### config.mk
export PLATFORM = sky130hd
export DESIGN_NAME = lbh_core
export DESIGN_NICKNAME = d
export VERILOG_FILES = /design/src/core/lbh_pkg.sv /design/src/core/lbh_core.sv
export SDC_FILE = /design/constraint.sdc
export NUM_CORES = 1
export LEC_CHECK = 0
export ABC_AREA = 1
export BUFFER_PORTS_ARGS = -buffer_cell sky130_fd_sc_hd__buf_2
export CORE_UTILIZATION = 45
export DETAILED_ROUTE_END_ITERATION = 12
export GPL_ROUTABILITY_DRIVEN = 0
export PLACE_DENSITY = 0.71
export SYNTH_ARGS = -nofsm -noshare
export SYNTH_HDL_FRONTEND = slang
export SYNTH_SLANG_ARGS = --single-unit
### constraint.sdc
create_clock -name clk -period 3.5 [get_ports clk]
set_input_delay 0.35 -clock clk [delete_from_list [all_inputs] [get_ports clk]]
set_output_delay 0.35 -clock clk [all_outputs]
set_load 0.02 [all_outputs]
### src/core/lbh_pkg.sv
package lbh_pkg;
  // cycle type codes presented by the internal bus unit
  localparam logic [2:0] CYC_INTA = 3'h0;
  localparam logic [2:0] CYC_IORD = 3'h1;
  localparam logic [2:0] CYC_IOWR = 3'h2;
  localparam logic [2:0] CYC_HALT = 3'h3;
  localparam logic [2:0] CYC_FETCH = 3'h4;
  localparam logic [2:0] CYC_MEMRD = 3'h5;
  localparam logic [2:0] CYC_MEMWR = 3'h6;
  localparam logic [2:0] CYC_PASSIVE = 3'h7;
  // register map of the select and mode registers
  localparam logic [3:0] OFF_UMCS = 4'h0;
  localparam logic [3:0] OFF_LMCS = 4'h1;
  localparam logic [3:0] OFF_MBASE = 4'h2;
  localparam logic [3:0] OFF_MSIZE = 4'h3;
  localparam logic [3:0] OFF_PBASE = 4'h4;
  localparam logic [3:0] OFF_PCTL = 4'h5;
  localparam logic [3:0] OFF_STAT = 4'h6;
  // field positions in the peripheral control register
  localparam int PCTL_MEM_BIT = 0;
  localparam int PCTL_A1_BIT = 1;
  localparam int PCTL_A2_BIT = 2;
  localparam int PCTL_ENH_BIT = 3;
  // reset values: upper block 1K at the top, lower and mid ranges closed, peripheral blocks open in io space at 0
  localparam logic [15:0] UMCS_RST = 16'hffc0;
  localparam logic [15:0] LMCS_RST = 16'h0000;
  localparam logic [15:0] MBASE_RST = 16'h0000;
  localparam logic [15:0] MSIZE_RST = 16'h0000;
  localparam logic [15:0] PBASE_RST = 16'h0000;
  localparam logic [15:0] PCTL_RST = 16'h0000;
  // bus ownership states
  typedef enum logic [3:0] {
    LBH_OWN = 4'b0001,
    LBH_GRANT = 4'b0010,
    LBH_RECLAIM = 4'b0100,
    LBH_IDLE_REL = 4'b1000
  } lbh_state_e;
endpackage

### src/core/lbh_core.sv
`timescale 1ns/1ns
// How it works
// - status outputs float whenever the bus is granted away
// - top status bit separates memory cycles from io cycles
// - grant rises together with floating address/data and control lines
// - grant drops after request low; bus stays floated until the core starts a cycle or a refresh is pending
// - enhanced mode drops grant while a refresh is pending
// - upper select low for accesses in programmed upper block 1K-256K
// - lower select low for accesses in programmed lower block 1K-256K
// - memory and peripheral selects stay driven during grant
// - both memory selects low at reset release enters test mode
// - test mode floats every output until the next reset
// - weak pull-up on memory select pins during reset and until the first clock after release
// - four mid-range selects cover programmed quarters of 8K-512K region
// - five peripheral selects in io space or memory space
// - option makes sixth select a latched address bit 1, held in grant
// - option makes seventh select a latched address bit 2, held in grant
// - direction low on reads, high on writes
// - direction floats during grant and reset
// - enable low during accesses, high at every direction change
// - enable high one clock in reset then floats; floats in grant
// - lock output floats during grant and reset
module lbh_core (
  input wire logic clk,
  input wire logic arst_n,
  input wire logic bus_request_in,
  input wire logic refresh_pending,
  input wire logic cyc_start,
  input wire logic [2:0] cyc_type,
  input wire logic [19:0] cyc_addr,
  input wire logic cyc_data_phase,
  input wire logic cyc_done,
  input wire logic lock_req,
  input wire logic [3:0] reg_addr,
  input wire logic [15:0] reg_wdata,
  input wire logic reg_wr,
  input wire logic reg_rd,
  output logic [15:0] reg_rdata,
  output logic bus_grant_out,
  output logic bus_grant_oe_n,
  output logic local_bus_oe_n,
  output logic cycle_status_bit2,
  output logic cycle_status_bit1,
  output logic cycle_status_bit0,
  output logic status_oe_n,
  input wire logic upper_sel_pin_in,
  input wire logic lower_sel_pin_in,
  output logic upper_mem_select_n,
  output logic lower_mem_select_n,
  output logic mem_select_oe_n,
  output logic mem_select_pullup_en,
  output logic [3:0] midrange_mem_select_n,
  output logic [4:0] periph_select_n,
  output logic periph_sel5_or_latched_addr1,
  output logic periph_sel6_or_latched_addr2,
  output logic periph_oe_n,
  output logic transceiver_direction,
  output logic transceiver_direction_oe_n,
  output logic transceiver_output_enable_n,
  output logic transceiver_output_enable_oe_n,
  output logic bus_lock_n,
  output logic bus_lock_oe_n,
  output logic test_mode
);
  lbh_pkg::lbh_state_e state_reg;
  lbh_pkg::lbh_state_e state_next;
  logic req_reg;
  logic in_cycle_reg;
  logic granted;
  logic reset_seen_reg;
  logic den_rst_reg;
  logic den_float_reg;
  logic [15:0] umcs_reg;
  logic [15:0] lmcs_reg;
  logic [15:0] mbase_reg;
  logic [15:0] msize_reg;
  logic [15:0] pbase_reg;
  logic [15:0] pctl_reg;
  logic [2:0] status_reg;
  logic is_mem;
  logic hit_u;
  logic hit_l;
  logic [3:0] hit_m;
  logic [6:0] hit_p;
  logic [12:0] sel_next;
  logic [12:0] sel_reg;
  logic a1_reg;
  logic a2_reg;
  logic dir_reg;
  logic den_n_reg;
  logic lock_reg;
  logic [19:0] m_size20;
  logic [19:0] m_off;
  logic [19:0] p_off;

  // request is registered so a glitch on the pin reaches the grant only if it spans a clock edge
  always_ff @(posedge clk or negedge arst_n) begin
    if (!arst_n) begin
      req_reg <= 1'b0;
    end else begin
      req_reg <= bus_request_in;
    end
  end

  // track whether a bus cycle is in flight so grant waits for its boundary
  always_ff @(posedge clk or negedge arst_n) begin
    if (!arst_n) begin
      in_cycle_reg <= 1'b0;
    end else if (cyc_done) begin
      in_cycle_reg <= 1'b0;
    end else if (cyc_start && !granted) begin
      in_cycle_reg <= 1'b1;
    end
  end

  // ownership state machine
  always_comb begin
    state_next = state_reg;
    case (state_reg)
      lbh_pkg::LBH_OWN: begin
        if (req_reg && !in_cycle_reg && !cyc_start) begin
          state_next = lbh_pkg::LBH_GRANT;
        end
      end
      lbh_pkg::LBH_GRANT: begin
        if (!req_reg) begin
          state_next = lbh_pkg::LBH_IDLE_REL;
        end else if (pctl_reg[lbh_pkg::PCTL_ENH_BIT] && refresh_pending) begin
          state_next = lbh_pkg::LBH_RECLAIM;
        end
      end
      lbh_pkg::LBH_RECLAIM: begin
        if (!req_reg) begin
          state_next = lbh_pkg::LBH_IDLE_REL;
        end
      end
      lbh_pkg::LBH_IDLE_REL: begin
        // bus stays floated until the core next wants a cycle
        if (cyc_start || refresh_pending) begin
          state_next = lbh_pkg::LBH_OWN;
        end else if (req_reg) begin
          state_next = lbh_pkg::LBH_GRANT;
        end
      end
      default: state_next = lbh_pkg::LBH_OWN;
    endcase
  end

  always_ff @(posedge clk or negedge arst_n) begin
    if (!arst_n) begin
      state_reg <= lbh_pkg::LBH_OWN;
    end else begin
      state_reg <= state_next;
    end
  end

  assign granted = (state_reg == lbh_pkg::LBH_GRANT) || (state_reg == lbh_pkg::LBH_RECLAIM);

  // catch the select pins on the first clock after reset release
  always_ff @(posedge clk or negedge arst_n) begin
    if (!arst_n) begin
      reset_seen_reg <= 1'b0;
      test_mode <= 1'b0;
    end else if (!reset_seen_reg) begin
      reset_seen_reg <= 1'b1;
      test_mode <= !upper_sel_pin_in && !lower_sel_pin_in;
    end
  end

  // enable is held high through reset and until the first clock after reset release
  always_ff @(posedge clk or negedge arst_n) begin
    if (!arst_n) begin
      den_rst_reg <= 1'b1;
    end else begin
      den_rst_reg <= 1'b0;
    end
  end

  // reset is read as data here: an async clear could not count the one driven clock inside reset
  always_ff @(posedge clk) begin
    den_float_reg <= !arst_n;
  end

  // register writes
  always_ff @(posedge clk or negedge arst_n) begin
    if (!arst_n) begin
      umcs_reg <= lbh_pkg::UMCS_RST;
      lmcs_reg <= lbh_pkg::LMCS_RST;
      mbase_reg <= lbh_pkg::MBASE_RST;
      msize_reg <= lbh_pkg::MSIZE_RST;
      pbase_reg <= lbh_pkg::PBASE_RST;
      pctl_reg <= lbh_pkg::PCTL_RST;
    end else if (reg_wr) begin
      case (reg_addr)
        lbh_pkg::OFF_UMCS: umcs_reg <= reg_wdata;
        lbh_pkg::OFF_LMCS: lmcs_reg <= reg_wdata;
        lbh_pkg::OFF_MBASE: mbase_reg <= reg_wdata;
        lbh_pkg::OFF_MSIZE: msize_reg <= reg_wdata;
        lbh_pkg::OFF_PBASE: pbase_reg <= reg_wdata;
        lbh_pkg::OFF_PCTL: pctl_reg <= reg_wdata;
        default: ;
      endcase
    end
  end

  // read data one cycle after the strobe, unmapped reads give zero
  always_ff @(posedge clk or negedge arst_n) begin
    if (!arst_n) begin
      reg_rdata <= 16'h0000;
    end else if (reg_rd) begin
      case (reg_addr)
        lbh_pkg::OFF_UMCS: reg_rdata <= umcs_reg;
        lbh_pkg::OFF_LMCS: reg_rdata <= lmcs_reg;
        lbh_pkg::OFF_MBASE: reg_rdata <= mbase_reg;
        lbh_pkg::OFF_MSIZE: reg_rdata <= msize_reg;
        lbh_pkg::OFF_PBASE: reg_rdata <= pbase_reg;
        lbh_pkg::OFF_PCTL: reg_rdata <= pctl_reg;
        lbh_pkg::OFF_STAT: reg_rdata <= {11'h000, test_mode, state_reg};
        default: reg_rdata <= 16'h0000;
      endcase
    end else begin
      reg_rdata <= 16'h0000;
    end
  end

  // address decode: registers hold address bits 19:10 of block bounds
  assign is_mem = cyc_type[2] && (cyc_type != lbh_pkg::CYC_PASSIVE);
  assign hit_u = is_mem && (cyc_addr[19:10] >= umcs_reg[15:6]);
  assign hit_l = is_mem && (cyc_addr[19:10] <= lmcs_reg[15:6]) && (lmcs_reg[15:6] != 10'h000);
  assign m_size20 = {msize_reg[15:6], 10'h000};
  assign m_off = cyc_addr - {mbase_reg[15:6], 10'h000};
  // mid-range region split into four equal quarters
  genvar gi;
  generate
    for (gi = 0; gi < 4; gi++) begin : g_mid
      assign hit_m[gi] = is_mem && (m_size20 != 20'h00000) && (m_off < m_size20)
        && (m_off[19:0] >= ((m_size20 >> 2) * gi)) && (m_off < ((m_size20 >> 2) * (gi + 1)));
    end
  endgenerate
  // peripheral area of seven 128-byte blocks in io or memory space
  assign p_off = cyc_addr - {pbase_reg[15:6], 10'h000};
  generate
    for (gi = 0; gi < 7; gi++) begin : g_per
      assign hit_p[gi] = (cyc_type != lbh_pkg::CYC_PASSIVE) && (cyc_type != lbh_pkg::CYC_HALT)
        && (cyc_type != lbh_pkg::CYC_INTA)
        && (pctl_reg[lbh_pkg::PCTL_MEM_BIT] ? is_mem : !cyc_type[2])
        && (p_off[19:10] == 10'h000) && (p_off[9:7] == 3'(gi));
    end
  endgenerate

  // fixed priority: upper, lower, mid, then peripherals
  always_comb begin
    sel_next = 13'h0000;
    if (hit_u) begin
      sel_next[0] = 1'b1;
    end else if (hit_l) begin
      sel_next[1] = 1'b1;
    end else if (|hit_m) begin
      sel_next[5:2] = hit_m & (~hit_m + 4'h1);
    end else begin
      sel_next[12:6] = hit_p & (~hit_p + 7'h01);
    end
  end

  // selects load at cycle start and clear at cycle end and in grant; address latches load at cycle start, never during grant
  always_ff @(posedge clk or negedge arst_n) begin
    if (!arst_n) begin
      sel_reg <= 13'h0000;
      a1_reg <= 1'b0;
      a2_reg <= 1'b0;
    end else if (cyc_done || granted) begin
      sel_reg <= 13'h0000;
    end else if (cyc_start) begin
      sel_reg <= sel_next;
      a1_reg <= cyc_addr[1];
      a2_reg <= cyc_addr[2];
    end
  end

  // status, direction, enable and lock of the running cycle
  always_ff @(posedge clk or negedge arst_n) begin
    if (!arst_n) begin
      status_reg <= lbh_pkg::CYC_PASSIVE;
      dir_reg <= 1'b0;
      den_n_reg <= 1'b1;
      lock_reg <= 1'b0;
    end else begin
      if (cyc_start && !granted) begin
        status_reg <= cyc_type;
        dir_reg <= (cyc_type == lbh_pkg::CYC_IOWR) || (cyc_type == lbh_pkg::CYC_MEMWR);
      end else if (cyc_done) begin
        status_reg <= lbh_pkg::CYC_PASSIVE;
      end
      // enable off in the start cycle so it is high when direction changes
      den_n_reg <= !(in_cycle_reg && cyc_data_phase && !cyc_done);
      lock_reg <= lock_req;
    end
  end

  // pin drive: status, control and bus float in grant, selects never
  always_comb begin
    bus_grant_out = granted && (state_reg != lbh_pkg::LBH_RECLAIM);
    local_bus_oe_n = test_mode || granted || (state_reg == lbh_pkg::LBH_IDLE_REL);
    status_oe_n = test_mode || granted || (state_reg == lbh_pkg::LBH_IDLE_REL);
    bus_grant_oe_n = test_mode;
    mem_select_oe_n = test_mode;
    periph_oe_n = test_mode;
    mem_select_pullup_en = !reset_seen_reg;
    cycle_status_bit2 = status_reg[2];
    cycle_status_bit1 = status_reg[1];
    cycle_status_bit0 = status_reg[0];
    upper_mem_select_n = !sel_reg[0];
    lower_mem_select_n = !sel_reg[1];
    midrange_mem_select_n = ~sel_reg[5:2];
    periph_select_n = ~sel_reg[10:6];
    periph_sel5_or_latched_addr1 = pctl_reg[lbh_pkg::PCTL_A1_BIT] ? a1_reg : !sel_reg[11];
    periph_sel6_or_latched_addr2 = pctl_reg[lbh_pkg::PCTL_A2_BIT] ? a2_reg : !sel_reg[12];
    transceiver_direction = dir_reg;
    transceiver_direction_oe_n = test_mode || granted || !reset_seen_reg;
    transceiver_output_enable_n = den_rst_reg ? 1'b1 : den_n_reg;
    transceiver_output_enable_oe_n = test_mode || granted || (!arst_n && den_float_reg);
    bus_lock_n = !lock_reg;
    bus_lock_oe_n = test_mode || granted || !reset_seen_reg;
  end
endmodule

# Word level (Yosys, flattened, before mapping)
# Cells that the tools add are included.
op_classes:
  n_eq_ne: 25
  bitwise_logic: 7
  n_reduce_logical: 74
  magnitude_cmp: 11
  addsub: 4
  muxes: 25
  mul: 1
op_table:
  columns: ["op", "count"]
  rows:
  - ["$pmux W16 S7", 1]
  - ["$lt A20 B20 Y1", 2]
  - ["$sub A20 B20 Y20", 2]
  - ["$logic_and A1 B1 Y1", 34]
  - ["$lt A20 B32 Y1", 1]
  - ["$mux W4", 7]
  - ["$mux W13", 2]
  - ["$ge A20 B1 Y1 const B", 1]
  - ["$ge A20 B18 Y1", 1]
  - ["$ge A20 B19 Y1", 1]
  - ["$ge A20 B20 Y1", 1]
  - ["$lt A20 B18 Y1", 1]
  - ["$lt A20 B19 Y1", 1]
  - ["$reduce_bool A20 Y1", 1]
  - ["$eq A4 B3 Y1 const B", 4]
  - ["$mux W16", 1]
  - ["$pmux W4 S4", 1]
  - ["$logic_not A1 Y1", 15]
  - ["$reduce_and A2 Y1", 7]
  - ["$eq A3 B3 Y1 const B", 4]
  - ["$eq A4 B2 Y1 const B", 3]
  - ["$mul A10 B2 Y12 const B", 1]
  - ["$mux W12", 1]
  - ["$mux W11", 1]
  - ["other kinds (30)", 53]
totals:
  regBits: 143
  elab_cells: 168
  inputBits: 55
  out_inout_bits: 46

# Depth between registers and ports, before layout
depth:
  word_depth: 14
  ltp_mapped: 22
  depth_no_buf: 22

# Worst setup path before layout
# Ideal clock, no wire load.
synth_path:
  path_kind: "register to register"
  from: "register msize_reg[6]"
  to: "register sel_reg[5]"
  setup_slack_ns: 0.483
  t_required_ns: 3.382
  n_path_buf: 0
  path_stages_with_launch: 19
  setup_ns: 0.118
  arrival_time_ns: 2.899
  period_less_slack_ns: 3.017
  cell_sequence: "dfrtp_1 ha_1 fa_1 nand3_1 nand2_1 a21oi_1 o21bai_1 a21o_1 a21oi_1 xor2_1 ha_1 a21oi_1 nor2_1 a211oi_1 nand3_1 o21ai_0 inv_1 nand4_1 nand2_1"
synth_via:
  elab_chain_len: 13
  word_cells_on_any_way: 29
  cone_classes: "1 x add/sub; 1 x mul; 8 x order compare; 5 x mux; 2 x bitwise; 12 x reduce/logical"
synth_rtl:
  columns: ["element", "line", "source"]
  rows:
  - ["start, declared", "lbh_core.sv:76", "logic [15:0] msize_reg;"]
  - ["start signal, assigned", "lbh_core.sv:190", "msize_reg <= lbh_pkg::MSIZE_RST;"]
  - ["start signal, assigned", "lbh_core.sv:198", "lbh_pkg::OFF_MSIZE: msize_reg <= reg_wdata;"]
  - ["parallel branches: the longest is 8 deep, another holds $lt A20 B32 Y1", null, null]
  - ["$mux W4 (*)", "lbh_core.sv:258", "end else if (|hit_m) begin"]
  - ["$mux W11 (*)", "lbh_core.sv:256", "end else if (hit_l) begin"]
  - ["$mux W12 (*)", "lbh_core.sv:254", "if (hit_u) begin"]
  - ["$mux W13 (*)", "lbh_core.sv:273", "end else if (cyc_start) begin"]
  - ["$mux W13 (*)", "lbh_core.sv:271", "end else if (cyc_done || granted) begin"]
  - ["end signal, assigned", "lbh_core.sv:274", "sel_reg <= sel_next;"]
  - ["end, declared", "lbh_core.sv:86", "logic [12:0] sel_reg;"]
# Mark *: on every way between the ends. The select of a mux whose other input is x is not followed.
# A chain may end at the register's enable or synchronous reset.

# Worst setup path after layout
layout_path:
  from: "register msize_reg[7]"
  to: "register sel_reg[5]"
# The elaborated chain is that of the path after synthesis.

==> impl_metrics.csv <==
group,metric,value,unit
detailed_routing,avgRoutedWirePerCell,16.3,um
clock_tree,cts_sinks,143,
sta,period_needed,3.32,ns
critical_path,cp-start-kind,"register",
placed_design,dp.cells,1448,
power,p_per_area,617,mW/mm^2
detailed_routing,drc,0,
clock_tree,path_clk_slew,0.07,ns
floorplanning,row_count,51,
detailed_routing,dr.first_iter.drc_count,719,
clock_tree,cts.htree.levels,4,
detailed_routing,ant_nets,0,
global_routing,grt_pass1_vias,7540,
sta,timing.hold.ws,0.0209,ns
detailed_routing,firstDrtPassIters,5,
logic_synthesis,yosys_most_used_dff,"dfrtp_1",
critical_path,cp_slowest_cell,"dfrtp_2",
status,status,"complete, no violations",
logic_synthesis,synth_top_family_by_area,"simple AND/OR/NAND/NOR gates",
hold_path,hold_class,"input port to register",
logic_synthesis,synth-xor-area-share,2.34,%
logic_synthesis,synth_nets,1249,
critical_path,worstRegToRegCells,21,
global_routing,grt_max_degree,143,
critical_path,crit_chain,"ha_1 -> fa_1 -> nand3_1 -> nand2_1 -> a21oi_1 -> o21bai_1 -> a21o_1 -> a21oi_2 -> inv_1 -> a21oi_1 -> ha_1 -> nand2_1 -> inv_1 -> nand3_1 -> nor2_1 -> nand2_1 -> nor4b_1 -> o21ai_0 -> inv_1 -> nand4_1 -> nand2_1",
logic_synthesis,yosys_register_bits,143,
critical_path,crit_path_max_incr_delay,0.44,ns
sta,fin_ws,0.182,ns
logic_synthesis,synth-simple-area-share,19.0,%
logic_synthesis,ys_warn_count,0,
logic_synthesis,synthAdderAreaFrac,13.5,%
floorplanning,io_pins,101,
critical_path,r2r_end,"sel_reg[5]",
sta,setup_viol,0,
final_layout,fin_nets,1354,
run,max_cap_violations,0,
logic_synthesis,synth.avg_cell_area,8.09,um^2
sta,max_freq,0.301,GHz
sta,drv_slew,0,
detailed_routing,routed_wl,24200,um
global_routing,antenna_found_initial,0,
logic_synthesis,synthArstFlopShare,99.3,%
placed_design,pre_cts_slack,0.167,ns
final_layout,fin_cells,1482,
logic_synthesis,mappedNetlistArea,0.00889,mm^2
power,ir_drop,0.376,mV
sta,max_slew_margin,29.4,%
floorplanning,die_w,143,um
critical_path,critPathCaptureType,"register",
logic_synthesis,synthMuxAreaShare,0,%
sta,worst_pin_slew,1.06,ns
power,leakage,5.16,nW
global_routing,grt_usage,25.2,%
clock_tree,cts.path.max_buffers,2,
critical_path,crit_path_max_fanout,5,
global_routing,grt_first_pass_wirelength,39000,um
global_routing,overflow,0,
detailed_routing,detail_route.vias_per_cell,5.30,
final_layout,syn_to_final_growth,15.9,%
critical_path,rr_startpoint,"msize_reg[7]",
floorplanning,die-height,143,um
critical_path,path_common_cell,"nand2_1",
clock_tree,clkLatencyLatePin,0.42,ns
sta,fin_worst_skew,0.00780,ns
critical_path,required,3.86,ns
logic_synthesis,synth_cells,1099,
detailed_routing,vias,7858,
floorplanning,core,0.0194,mm^2
logic_synthesis,synth_cell_type_count,52,
critical_path,crit_type,"register to register",
floorplanning,initial_core_util,45.8,%
critical_path,r2r_setup_slack,0.18,ns
placed_design,portBuffers,100,
critical_path,worstPathArrival,3.68,ns
hold_path,hold_end,"lock_reg",
clock_tree,cts_tree,"built",
logic_synthesis,yosysSeqAreaShare,40.4,%
clock_tree,cts_buffers,17,
floorplanning,dieArea,0.0203,mm^2
hold_path,hp-start,"lock_req",
sta,finalHoldViolCount,0,
sta,min_period_over_period,94.8,%
hold_path,min_path_cells,1,
clock_tree,root_buffer,"clkbuf_16",
logic_synthesis,synth-edff-count,0,
logic_synthesis,synth_compound_area_share,16.7,%
final_layout,drive_gt1_share,16.8,%
placed_design,post-dp-hpwl,18100,um
final_layout,insertedDiodeCount,0,
final_layout,fillers,1871,
## synth_stat cells (3+ instances only)
cell type    n  area [um^2]
a41oi_1      3         26.3
dfstp_2     16          420
a21o_1       4         30.0
nor2_1      58          218
a21oi_1     76          380
nand4_1     18          113
nor3_1       8         40.0
dfrtp_1    126         3150
nand3_1     26          130
a31oi_1      5         31.3
nor2_2       6         37.5
a221oi_1     7         61.3
xnor2_1      8         70.1
o31ai_1      3         22.5
buf_4        5         37.5
nor3_2       3         30.0
a22o_1       3         26.3
nor2_4       3         33.8
xor2_1      12          105
nand2_2      8         50.1
ha_1        93         1160
nand2_1    254          953
o21ai_1     22          110
inv_2        9         33.8
o21ai_0     99          495
o211ai_1     5         37.5
clkbuf_1    19         71.3
inv_1      146          548
o22ai_1     20          125
o21a_1       4         30.0
## area by class of cell
type,instances,area (um^2),area share [%]
flip-flops and latches,143,3600,34.9
multi-input cells,774,4600,44.6
clock buffers,18,429,4.17
well taps,265,332,3.22
clock inverters,14,149,1.45
inverters,156,589,5.72
repair buffers,112,609,5.92
## metal layers
layer	wire [um]	GRT usage [%]	up-vias	part of all wire (%)
met3	1500	5.15	51	6.2
met4	801	10.2	0	3.3
met1	10600	33.5	3693	44
met5	0	0	-	0
met2	11300	40.0	252	47
li1	-	-	3862	-
## placed cells by master (no fill, tap or decap), types with 3 or more instances in the layout
| cell | instances |
|---|---|
| a221oi_1 | 7 |
| xnor2_1 | 8 |
| xor2_1 | 12 |
| nor2_4 | 3 |
| dfstp_2 | 16 |
| o22ai_1 | 20 |
| a41oi_1 | 3 |
| nor2_2 | 6 |
| nor3_2 | 3 |
| a21oi_1 | 75 |
| a21o_1 | 4 |
| dfrtp_1 | 124 |
| o211ai_1 | 5 |
| nand2_1 | 254 |
| inv_1 | 145 |
| nand2_2 | 8 |
| nand3_1 | 26 |
| clkbuf_16 | 17 |
| inv_2 | 9 |
| ha_1 | 93 |
| nor2_1 | 58 |
| buf_2 | 99 |
| o31ai_1 | 3 |
| buf_4 | 11 |
| nand4_1 | 18 |
| inv_6 | 6 |
| o21a_1 | 4 |
| o21ai_1 | 22 |
| a22o_1 | 3 |
| nor3_1 | 8 |
| o21ai_0 | 99 |
| a31oi_1 | 5 |
## cells by family (layout without fill, tap and decap cells)
logic type / count (synthesis) / in the layout
AOI/OAI and AO/OA: 262 / 262
adders and majority gates: 95 / 95
DFF: 143 / 143
xor gates and xnor gates: 22 / 22
other: 2 / 2
and+or+nand+nor: 393 / 393
buffers and inverters: 182 / 300
## through the flow
stage	utilization, %	power, mW	TNS (ns)	instance area (um^2)
floorplan	-	3.85	0	8890
global placement	50.0	4.46	0	9700
detailed placement	50.0	4.55	0	9700
CTS	53.0	6.33	0	10300
global route	53.1	6.84	-0.0391	10300
finish	53.1	6.36	0	10300
## worst max-delay path by stage
stage	startpoint	end	slack, ns	depth (start not counted)
floorplan	msize_reg[6]	sel_reg[5]	0.48	18
global placement	cyc_addr[12]	sel_reg[5]	0.28	18
detailed placement	cyc_addr[12]	sel_reg[4]	0.17	18
CTS	msize_reg[8]	sel_reg[5]	0.18	20
global route	msize_reg[7]	sel_reg[5]	-0.04	21
finish	msize_reg[7]	sel_reg[5]	0.18	21
## where the power goes
part / total [mW] / internal, mW / switching, mW
Sequential: 2.16 / 1.96 / 0.198
Clock: 1.79 / 1.01 / 0.780
Combinational: 2.41 / 0.915 / 1.50
## what timing repair did
item,in CTS,in global routing
endpoints found under the hold margin,0,0
gates resized for setup,0,4
buffers inserted,0,2
hold buffers,0,0
endpoints found under the setup margin,0,1
## worst max-delay path, delay by kind of cell, from the launching register on
| family | cells | cell delay [ns] |
|---|---|---|
| fa+ha+maj | 3 | 0.80 |
| flops | 1 | 0.44 |
| buf+inv | 3 | 0.20 |
| simple gates | 9 | 0.96 |
| compound gates | 6 | 0.87 |
No activity file was read; power rests on OpenSTA's default activity.
